### src/logic/pmu_regs_pkg.sv
// constants for the power management status, clock and wake register slice
// assumes a 32-bit register bus with word-aligned byte addresses
// Summary of operation
// - bit 5 clears latched watchdog reset cause
// - bit 4 clears lockup, bit 3 sysreset
// - five wake clear bits, comparator down to pin0
// - two-bit read-only woke-from mode status
// - clock select: 0 loop, 1/3 rc, 2 crystal
// - wake status bits 4,3,2: comparator, rtc, wireless
// - wake status bits 1,0: external pins
// - brownout select: 0 interrupt, 1 chip reset
// - clock ready bit 0 is main pll
// - clock ready bit 2 is rc oscillator
// - bit 3 slow crystal, bit 6 fast crystal
// - clock ready bit 4 is audio pll
// - rc control bit 1 permits calibration commands
// - rc control bit 0 shows calibration running
// - watchdog cause flag reads 1 after watchdog reset
`default_nettype none
package pmu_regs_pkg;
    // register byte offsets
    localparam logic [11:0] OFS_RESET_CAUSE_CLEAR = 12'h00C;
    localparam logic [11:0] OFS_WAKE_SOURCE_CLEAR = 12'h010;
    localparam logic [11:0] OFS_WAKE_MODE_STATUS = 12'h014;
    localparam logic [11:0] OFS_SYSTEM_CLOCK_SELECT = 12'h018;
    localparam logic [11:0] OFS_WAKE_REASON_STATUS = 12'h01C;
    localparam logic [11:0] OFS_BROWNOUT_ACTION_SELECT = 12'h020;
    localparam logic [11:0] OFS_CLOCK_READY_STATUS = 12'h028;
    localparam logic [11:0] OFS_RC_OSC_CALIBRATION_CTRL = 12'h02C;
    // added: reset cause flags, event status, event mask
    localparam logic [11:0] OFS_RESET_CAUSE_STATUS = 12'h008;
    localparam logic [11:0] OFS_EVENT_STATUS = 12'h100;
    localparam logic [11:0] OFS_EVENT_MASK = 12'h104;
    // reset cause bit positions
    localparam int CAUSE_WDT_BIT = 5;
    localparam int CAUSE_LOCKUP_BIT = 4;
    localparam int CAUSE_SYSRESET_BIT = 3;
    localparam int CAUSE_AV18_BIT = 2;
    localparam int CAUSE_V12_BIT = 1;
    localparam int CAUSE_VBAT_BIT = 0;
    localparam int CAUSE_W = 6;
    // wake source bit positions
    localparam int WAKE_COMP_BIT = 4;
    localparam int WAKE_RTC_BIT = 3;
    localparam int WAKE_WL_BIT = 2;
    localparam int WAKE_PIN1_BIT = 1;
    localparam int WAKE_PIN0_BIT = 0;
    localparam int WAKE_W = 5;
    // clock ready bit positions
    localparam int RDY_PLL_BIT = 0;
    localparam int RDY_RC_BIT = 2;
    localparam int RDY_X32K_BIT = 3;
    localparam int RDY_AUPLL_BIT = 4;
    localparam int RDY_X32M_BIT = 6;
    // rc control bit positions
    localparam int CAL_BUSY_BIT = 0;
    localparam int CAL_ALLOW_BIT = 1;
    // event status bit positions
    localparam int EVT_WAKE_BIT = 0;
    localparam int EVT_BROWNOUT_BIT = 1;
    localparam int EVT_CAUSE_BIT = 2;
    localparam int EVT_W = 3;
    // reset values
    localparam logic [1:0] CLK_SEL_RESET = 2'h1;
    localparam logic BROWNOUT_SEL_RESET = 1'b0;
    // clock source codes
    typedef enum logic [1:0] {
        CLK_CODE_LOOP = 2'b00,
        CLK_CODE_RC = 2'b01,
        CLK_CODE_XTAL = 2'b10,
        CLK_CODE_RC_ALT = 2'b11
    } clk_code_t;
    // bus response codes
    localparam logic [1:0] RESP_OKAY = 2'h0;
    localparam logic [1:0] RESP_SLVERR = 2'h2;
endpackage
`default_nettype wire

### src/logic/pmu_status_clock_wake_regs.sv
// register slice of the power unit: cause/wake flags, clock select, ready
// assumes AXI4-Lite master in the clk domain; status inputs synchronous to clk
//
// The AXI4-Lite slave port was decided locally.
`default_nettype none
module pmu_status_clock_wake_regs (
    // clock and reset
    input wire logic clk,
    input wire logic rst,

    // axi4-lite write address
    input wire logic [11:0] s_axi_awaddr,
    input wire logic s_axi_awvalid,
    output logic s_axi_awready,

    // axi4-lite write data
    input wire logic [31:0] s_axi_wdata,
    input wire logic [3:0] s_axi_wstrb,
    input wire logic s_axi_wvalid,
    output logic s_axi_wready,

    // axi4-lite write response
    output logic [1:0] s_axi_bresp,
    output logic s_axi_bvalid,
    input wire logic s_axi_bready,

    // axi4-lite read address
    input wire logic [11:0] s_axi_araddr,
    input wire logic s_axi_arvalid,
    output logic s_axi_arready,

    // axi4-lite read data
    output logic [31:0] s_axi_rdata,
    output logic [1:0] s_axi_rresp,
    output logic s_axi_rvalid,
    input wire logic s_axi_rready,

    // reset cause event pulses, one per cause
    input wire logic [5:0] reset_cause_event,

    // wake source event pulses, one per source
    input wire logic [4:0] wake_event,

    // mode woken from, captured by power unit
    input wire logic [1:0] wake_mode_code,

    // battery brownout detection pulse
    input wire logic vbat_brownout_event,

    // clock ready levels
    input wire logic main_pll_ready,
    input wire logic rc_fast_osc_ready,
    input wire logic crystal_slow_ready,
    input wire logic audio_pll_ready,
    input wire logic crystal_fast_ready,

    // calibration busy level from the rc oscillator
    input wire logic rc_cal_busy,

    // control outputs
    output logic [1:0] system_clock_sel,
    output logic rc_cal_allow,
    output logic brownout_chip_reset,
    output logic irq
);
    // write channel holding state
    logic aw_held_r;
    logic w_held_r;
    logic [11:0] aw_addr_r;
    logic [31:0] w_data_r;
    logic [3:0] w_strb_r;

    // registers
    logic [1:0] clk_sel_r;
    logic brownout_sel_r;
    logic cal_allow_r;
    logic [pmu_regs_pkg::EVT_W-1:0] evt_mask_r;
    logic [pmu_regs_pkg::EVT_W-1:0] evt_status_r;
    logic [1:0] wake_mode_r;

    // sampled status
    logic [6:0] ready_r;
    logic cal_busy_r;

    // decoded write pulses
    logic wr_fire;
    logic [pmu_regs_pkg::CAUSE_W-1:0] cause_clr;
    logic [pmu_regs_pkg::WAKE_W-1:0] wake_clr;
    logic [pmu_regs_pkg::CAUSE_W-1:0] cause_flags;
    logic [pmu_regs_pkg::WAKE_W-1:0] wake_flags;
    logic rd_fire;
    logic evt_read;
    logic [pmu_regs_pkg::EVT_W-1:0] evt_set;
    logic [31:0] rd_word;
    logic rd_hit;

    // write happens once address and data both held and no response pending
    assign wr_fire = aw_held_r && w_held_r && !s_axi_bvalid;

    // take write address, hold until write done
    always_ff @(posedge clk) begin
        if (rst) begin
            aw_held_r <= 1'b0;
            aw_addr_r <= 12'h000;
        end else if (s_axi_awvalid && s_axi_awready) begin
            aw_held_r <= 1'b1;
            aw_addr_r <= s_axi_awaddr;
        end else if (wr_fire) begin
            // write done: slot free again
            aw_held_r <= 1'b0;
        end
    end

    // take write data, hold until write done
    always_ff @(posedge clk) begin
        if (rst) begin
            w_held_r <= 1'b0;
            w_data_r <= 32'h0000_0000;
            w_strb_r <= 4'h0;
        end else if (s_axi_wvalid && s_axi_wready) begin
            w_held_r <= 1'b1;
            w_data_r <= s_axi_wdata;
            w_strb_r <= s_axi_wstrb;
        end else if (wr_fire) begin
            // write done: slot free again
            w_held_r <= 1'b0;
        end
    end

    // ready flops: accept while nothing held and no response waits
    // a waiting response blocks too, so only one write is ever under way
    always_ff @(posedge clk) begin
        if (rst) begin
            s_axi_awready <= 1'b0;
            s_axi_wready <= 1'b0;
        end else begin
            s_axi_awready <= !aw_held_r && !s_axi_bvalid && !(s_axi_awvalid && s_axi_awready);
            s_axi_wready <= !w_held_r && !s_axi_bvalid && !(s_axi_wvalid && s_axi_wready);
        end
    end

    // write response, okay for mapped offsets, slverr otherwise
    always_ff @(posedge clk) begin
        if (rst) begin
            s_axi_bvalid <= 1'b0;
            s_axi_bresp <= pmu_regs_pkg::RESP_OKAY;
        end else if (wr_fire) begin
            s_axi_bvalid <= 1'b1;
            unique case (aw_addr_r)
                pmu_regs_pkg::OFS_RESET_CAUSE_CLEAR, pmu_regs_pkg::OFS_WAKE_SOURCE_CLEAR,
                pmu_regs_pkg::OFS_SYSTEM_CLOCK_SELECT, pmu_regs_pkg::OFS_BROWNOUT_ACTION_SELECT,
                pmu_regs_pkg::OFS_RC_OSC_CALIBRATION_CTRL, pmu_regs_pkg::OFS_EVENT_MASK,
                pmu_regs_pkg::OFS_WAKE_MODE_STATUS, pmu_regs_pkg::OFS_WAKE_REASON_STATUS,
                pmu_regs_pkg::OFS_CLOCK_READY_STATUS, pmu_regs_pkg::OFS_RESET_CAUSE_STATUS,
                pmu_regs_pkg::OFS_EVENT_STATUS: begin
                    s_axi_bresp <= pmu_regs_pkg::RESP_OKAY;
                end
                default: begin
                    s_axi_bresp <= pmu_regs_pkg::RESP_SLVERR;
                end
            endcase
        end else if (s_axi_bready) begin
            // response accepted
            s_axi_bvalid <= 1'b0;
        end
    end

    // clear strobes: a write of one clears, zero leaves alone; low lane only
    always_comb begin
        cause_clr = '0;
        wake_clr = '0;
        if (wr_fire && w_strb_r[0]) begin
            if (aw_addr_r == pmu_regs_pkg::OFS_RESET_CAUSE_CLEAR) begin
                cause_clr = w_data_r[pmu_regs_pkg::CAUSE_W-1:0];
            end
            if (aw_addr_r == pmu_regs_pkg::OFS_WAKE_SOURCE_CLEAR) begin
                wake_clr = w_data_r[pmu_regs_pkg::WAKE_W-1:0];
            end
        end
    end

    // latched reset cause flags, bit 5 watchdog
    sticky_flags #(
        .W(pmu_regs_pkg::CAUSE_W)
    ) u_cause (
        .clk(clk),
        .rst(rst),
        .set(reset_cause_event),
        .clr(cause_clr),
        .flags(cause_flags)
    );

    // latched wake source flags
    sticky_flags #(
        .W(pmu_regs_pkg::WAKE_W)
    ) u_wake (
        .clk(clk),
        .rst(rst),
        .set(wake_event),
        .clr(wake_clr),
        .flags(wake_flags)
    );

    // writable control registers; reserved bits are dropped on write
    always_ff @(posedge clk) begin
        if (rst) begin
            clk_sel_r <= pmu_regs_pkg::CLK_SEL_RESET;
            brownout_sel_r <= pmu_regs_pkg::BROWNOUT_SEL_RESET;
            cal_allow_r <= 1'b0;
            evt_mask_r <= '0;
        end else if (wr_fire && w_strb_r[0]) begin
            unique case (aw_addr_r)
                pmu_regs_pkg::OFS_SYSTEM_CLOCK_SELECT: begin
                    clk_sel_r <= w_data_r[1:0];
                end
                pmu_regs_pkg::OFS_BROWNOUT_ACTION_SELECT: begin
                    brownout_sel_r <= w_data_r[0];
                end
                pmu_regs_pkg::OFS_RC_OSC_CALIBRATION_CTRL: begin
                    cal_allow_r <= w_data_r[pmu_regs_pkg::CAL_ALLOW_BIT];
                end
                pmu_regs_pkg::OFS_EVENT_MASK: begin
                    evt_mask_r <= w_data_r[pmu_regs_pkg::EVT_W-1:0];
                end
                default: begin
                end
            endcase
        end
    end

    // sample status levels into the register clock
    always_ff @(posedge clk) begin
        if (rst) begin
            ready_r <= 7'h00;
            cal_busy_r <= 1'b0;
            wake_mode_r <= 2'h0;
        end else begin
            ready_r[pmu_regs_pkg::RDY_PLL_BIT] <= main_pll_ready;
            // reserved ready bits read zero
            ready_r[1] <= 1'b0;
            ready_r[pmu_regs_pkg::RDY_RC_BIT] <= rc_fast_osc_ready;
            ready_r[pmu_regs_pkg::RDY_X32K_BIT] <= crystal_slow_ready;
            ready_r[pmu_regs_pkg::RDY_AUPLL_BIT] <= audio_pll_ready;
            ready_r[5] <= 1'b0;
            ready_r[pmu_regs_pkg::RDY_X32M_BIT] <= crystal_fast_ready;
            cal_busy_r <= rc_cal_busy;
            wake_mode_r <= wake_mode_code;
        end
    end

    // events raising the interrupt: any wake, vbat brownout in interrupt mode, new cause
    always_comb begin
        evt_set = '0;
        evt_set[pmu_regs_pkg::EVT_WAKE_BIT] = |wake_event;
        evt_set[pmu_regs_pkg::EVT_BROWNOUT_BIT] = vbat_brownout_event && !brownout_sel_r;
        evt_set[pmu_regs_pkg::EVT_CAUSE_BIT] = |reset_cause_event;
    end

    // read handshake: one read at a time
    assign rd_fire = s_axi_arvalid && s_axi_arready;
    assign evt_read = rd_fire && (s_axi_araddr == pmu_regs_pkg::OFS_EVENT_STATUS);

    // event status, cleared by reading it; a set in the same cycle wins
    always_ff @(posedge clk) begin
        if (rst) begin
            evt_status_r <= '0;
        end else begin
            evt_status_r <= evt_set | (evt_read ? '0 : evt_status_r);
        end
    end

    // read decode, reserved bits read zero
    always_comb begin
        rd_word = 32'h0000_0000;
        rd_hit = 1'b1;
        unique case (s_axi_araddr)
            pmu_regs_pkg::OFS_RESET_CAUSE_STATUS: begin
                rd_word[pmu_regs_pkg::CAUSE_W-1:0] = cause_flags;
            end
            pmu_regs_pkg::OFS_RESET_CAUSE_CLEAR, pmu_regs_pkg::OFS_WAKE_SOURCE_CLEAR: begin
                rd_word = 32'h0000_0000;
            end
            pmu_regs_pkg::OFS_WAKE_MODE_STATUS: begin
                rd_word[1:0] = wake_mode_r;
            end
            pmu_regs_pkg::OFS_SYSTEM_CLOCK_SELECT: begin
                rd_word[1:0] = clk_sel_r;
            end
            pmu_regs_pkg::OFS_WAKE_REASON_STATUS: begin
                rd_word[pmu_regs_pkg::WAKE_W-1:0] = wake_flags;
            end
            pmu_regs_pkg::OFS_BROWNOUT_ACTION_SELECT: begin
                rd_word[0] = brownout_sel_r;
            end
            pmu_regs_pkg::OFS_CLOCK_READY_STATUS: begin
                rd_word[6:0] = ready_r;
            end
            pmu_regs_pkg::OFS_RC_OSC_CALIBRATION_CTRL: begin
                rd_word[pmu_regs_pkg::CAL_ALLOW_BIT] = cal_allow_r;
                rd_word[pmu_regs_pkg::CAL_BUSY_BIT] = cal_busy_r;
            end
            pmu_regs_pkg::OFS_EVENT_STATUS: begin
                rd_word[pmu_regs_pkg::EVT_W-1:0] = evt_status_r;
            end
            pmu_regs_pkg::OFS_EVENT_MASK: begin
                rd_word[pmu_regs_pkg::EVT_W-1:0] = evt_mask_r;
            end
            default: begin
                rd_hit = 1'b0;
            end
        endcase
    end

    // read channel: arready while idle, data one cycle later
    always_ff @(posedge clk) begin
        if (rst) begin
            s_axi_arready <= 1'b0;
            s_axi_rvalid <= 1'b0;
            s_axi_rdata <= 32'h0000_0000;
            s_axi_rresp <= pmu_regs_pkg::RESP_OKAY;
        end else if (rd_fire) begin
            // address taken: answer next cycle
            s_axi_arready <= 1'b0;
            s_axi_rvalid <= 1'b1;
            s_axi_rdata <= rd_word;
            s_axi_rresp <= rd_hit ? pmu_regs_pkg::RESP_OKAY : pmu_regs_pkg::RESP_SLVERR;
        end else if (s_axi_rvalid) begin
            if (s_axi_rready) begin
                // answer accepted: free for the next read
                s_axi_rvalid <= 1'b0;
                s_axi_arready <= 1'b1;
            end
        end else begin
            // idle: offer the address channel
            s_axi_arready <= 1'b1;
        end
    end

    // control outputs and interrupt, all registered
    always_ff @(posedge clk) begin
        if (rst) begin
            system_clock_sel <= pmu_regs_pkg::CLK_SEL_RESET;
            rc_cal_allow <= 1'b0;
            brownout_chip_reset <= 1'b0;
            irq <= 1'b0;
        end else begin
            system_clock_sel <= clk_sel_r;
            rc_cal_allow <= cal_allow_r;
            brownout_chip_reset <= vbat_brownout_event && brownout_sel_r;
            irq <= |(evt_status_r & evt_mask_r);
        end
    end
endmodule
`default_nettype wire

### src/logic/sticky_flags.sv
// bank of sticky flags: hardware set wins over software clear
// assumes set and clear are single-cycle pulses in the clk domain
`default_nettype none
module sticky_flags #(
    parameter int W = 5
) (
    // clock and reset
    input wire logic clk,
    input wire logic rst,
    // set and clear strobes
    input wire logic [W-1:0] set,
    input wire logic [W-1:0] clr,
    // flag state
    output logic [W-1:0] flags
);
    // one flop per flag
    genvar i;
    generate
        for (i = 0; i < W; i++) begin : g_flag
            always_ff @(posedge clk) begin
                if (rst) begin
                    flags[i] <= 1'b0;
                end else if (set[i]) begin
                    flags[i] <= 1'b1;
                end else if (clr[i]) begin
                    flags[i] <= 1'b0;
                end
            end
        end
    endgenerate
endmodule
`default_nettype wire
### config.mk
export PLATFORM = sky130hd
export DESIGN_NAME = pmu_status_clock_wake_regs
export DESIGN_NICKNAME = d
export VERILOG_FILES = /design/src/logic/pmu_regs_pkg.sv /design/src/logic/pmu_status_clock_wake_regs.sv /design/src/logic/sticky_flags.sv
export SDC_FILE = /design/constraint.sdc
export NUM_CORES = 1
export LEC_CHECK = 0
export BUFFER_PORTS_ARGS = -buffer_cell sky130_fd_sc_hd__buf_2
export CAP_MARGIN = 5
export CORE_ASPECT_RATIO = 1.5
export CORE_MARGIN = 2
export CORE_UTILIZATION = 35
export CTS_BUF_LIST = sky130_fd_sc_hd__clkbuf_8
export CTS_CLUSTER_SIZE = 12
export DETAILED_ROUTE_END_ITERATION = 16
export PLACE_DENSITY = 0.58
export SYNTH_ARGS = -nofsm -noshare
export SYNTH_HDL_FRONTEND = slang
export SYNTH_SLANG_ARGS = --single-unit
### constraint.sdc
create_clock -name clk -period 2.44 [get_ports clk]
set_input_delay 0.366 -clock clk [delete_from_list [all_inputs] [get_ports clk]]
set_output_delay 0.366 -clock clk [all_outputs]
set_load 0.02 [all_outputs]
==> reports/results.ini <==
[grt]
grt-ovfl-total = 0
grt_max_degree = 36
track_usage_pct = 15.8
grt_first_pass_wirelength_mm = 11.7
grt_pass1_vias = 2624
antenna_found_initial = 0

[timing]
tightest_slew_ps = 668
skew_ps = 5.33
tns_ps = 0
setup_violations = 0
drv_slew = 0
period_needed_ps = 2150
hold_ws_ps = 225
fmax_mhz = 464
relSlewSlack_pct = 55.4
timing.final.crit_share_pct = 88.3
rsz0062_at_grt = no
fin_ws_ps = 285
hold_viol_final = 0

[floorplanning]
dieArea_um2 = 9740
die_w_um = 81.3
dieHeight_um = 120
rows = 42
initial_core_util_pct = 35.7
pin_count = 133
core_area_um2 = 8780

[placed_design]
dp_slack_ps = 270
gp_congestion = 0.877
hpwl_mm = 5.72
portBuffers = 76

[layout]
final_common_cell = buf_2
layout-drive-gt1-share_pct = 23.6
area_growth_pct = 20.8
num_antenna_cells = 0
mostFrequentLayoutCells = 76 x buf_2, 69 x dfxtp_1, 57 x nand2_1
num-nets-final = 535

[synthesis]
syn_avg_cell_area_um2 = 8.44
synthAdderAreaFrac_pct = 0
synthSimpleGateAreaFrac_pct = 28.7
synth.area.mux_share_pct = 4.59
synth_top_family_by_area = simple AND/OR/NAND/NOR gates
netlist_instances = 371
synth_edf_count = 0
synth_cell_types = 44
async_flop_share_pct = 0
synth-compound-area-share_pct = 12.5
ys_ff_latch = 69
ys.flop_type = dfxtp_1
syn-cell-area_um2 = 3130
ys_seq_area_share_pct = 44.1
yosysWarningCount = 0
synth-xor-area-share_pct = 0

[clocking]
worstSkewPairLatency_ps = 350
htreeDepth = 3
clock-sinks = 69
path_clk_slew_ps = 70
cts_tree = built
cts_setup_buffers = 0
cts_root_buf = clkbuf_8
cts_resized = 0
cts_buffers = 9
postCtsHoldBufs = 0
cts_buffer_depth = 2

[critical_path]
crit_slowest_cell = or4_4
cp_cell_sequence = or4_4, nor4_4, nand3b_4, nor3b_4, mux2_1
worstPathArrival_ps = 2390
crit_required_ps = 2680
cpPeakStageDelay_ps = 560
cp-end-kind = register
crit_path_max_fanout = 7
critPathKind = register to register
worst_setup_path_start_kind = register

[routing]
avgViaCountPerCell = 4.94
post-route-drc-count = 0
wl_mm = 7.44
drtAntennaViolNets = 0
drt-wirelength-per-cell_um = 13.2
drtPass1Iterations = 4
drtIter0Drc = 80
vias = 2783

[job]
drv_cap = 0

[power_and_ir_drop]
total_power_mw = 2.64
vdd_drop_max_mv = 0.386
power_density_nw_per_um2 = 696
p_leak_nw = 1.58

[status]
status = finished, final reports clean

[worst_hold_path]
hold_path.class = primary input to register

==> sequential cells by signal, indices dropped and copies added (netlist names), 2 cells and up <==
| name | cells |
|---|---|
| aw_addr_r | 12 |
| s_axi_rdata | 7 |
| u_cause.flags | 6 |
| w_data_r | 6 |
| ready_r | 5 |
| u_wake.flags | 5 |
| evt_mask_r | 3 |
| evt_status_r | 3 |
| clk_sel_r | 2 |
| system_clock_sel | 2 |
| wake_mode_r | 2 |
==> metrics by stage <==
step	utilization, %	instances	instance area, µm²
floorplan	-	397	3230
global placement	40.3	547	3540
detailed placement	40.3	547	3540
CTS	43.1	563	3780
global route	43.1	563	3780
finish	43.1	563	3780
==> report_power, final <==
part           leakage [nW]  switching [mW]  total (mW)  internal [mW]
combinational         0.892           0.178       0.285          0.106
clock                 0.124           0.427        1.13          0.706
sequential            0.567          0.0396        1.22           1.18
==> synth_stat cells (6+ instances only) <==
| library cell | n | area share (%) |
|---|---|---|
| a21oi_1 | 38 | 6.1 |
| mux2i_1 | 11 | 3.5 |
| nand2_1 | 57 | 6.8 |
| o21ai_0 | 9 | 1.4 |
| inv_1 | 13 | 1.6 |
| nor2_1 | 29 | 3.5 |
| nor3_1 | 13 | 2.1 |
| nor4b_1 | 6 | 1.7 |
| buf_4 | 27 | 6.5 |
| dfxtp_1 | 69 | 44 |
| nor4_1 | 7 | 1.4 |
| clkbuf_1 | 12 | 1.4 |
| nor2b_1 | 14 | 2.8 |
==> critical path, delay by kind of cell (launching register included) <==
kind	cells	cell delay (ps)
multiplexers	1	330
AND/OR/NAND/NOR	4	1400
flip-flops	1	310
==> area by class of cell <==
type	instances	area (µm²)
Timing Repair Buffer	83	433
Inverter	13	48.8
Clock buffer	10	138
Fill cell	910	4990
Multi-Input combinational cell	272	1540
Clock inverter	6	110
Tap cell	110	138
Sequential cell	69	1380
==> cell families (layout without fill, tap and decap cells) <==
| group | after synthesis | after routing |
|---|---|---|
| AOI/OAI and AO/OA | 66 | 66 |
| and+or+nand+nor | 165 | 165 |
| buffers and inverters | 56 | 112 |
| other | 1 | 27 |
| muxes | 14 | 14 |
| DFF | 69 | 69 |
==> layer usage <==
metal  track usage (%)  part of all wire (%)  vias to the layer above
li1                  -                     -                     1386
met1              17.0                    39                     1265
met2              26.4                    49                      105
met3              3.46                   5.8                       27
met4              11.7                   5.5                        0
met5                 0                     0                        -
==> final timing paths <==
kind / start / cells after the start / to / slack [ps]
max: aw_addr_r[7]$_SDFFE_PP0P_ / 5 / clk_sel_r[1]$_SDFFE_PP0P_ / 290
min: audio_pll_ready / 2 / ready_r[4]$_SDFF_PP0_ / 230
max reg2reg: aw_addr_r[7]$_SDFFE_PP0P_ / 5 / clk_sel_r[1]$_SDFFE_PP0P_ / 290
min reg2reg: aw_addr_r[0]$_SDFFE_PP0P_ / 2 / aw_addr_r[0]$_SDFFE_PP0P_ / 450
(Power assumes the default switching activity.)
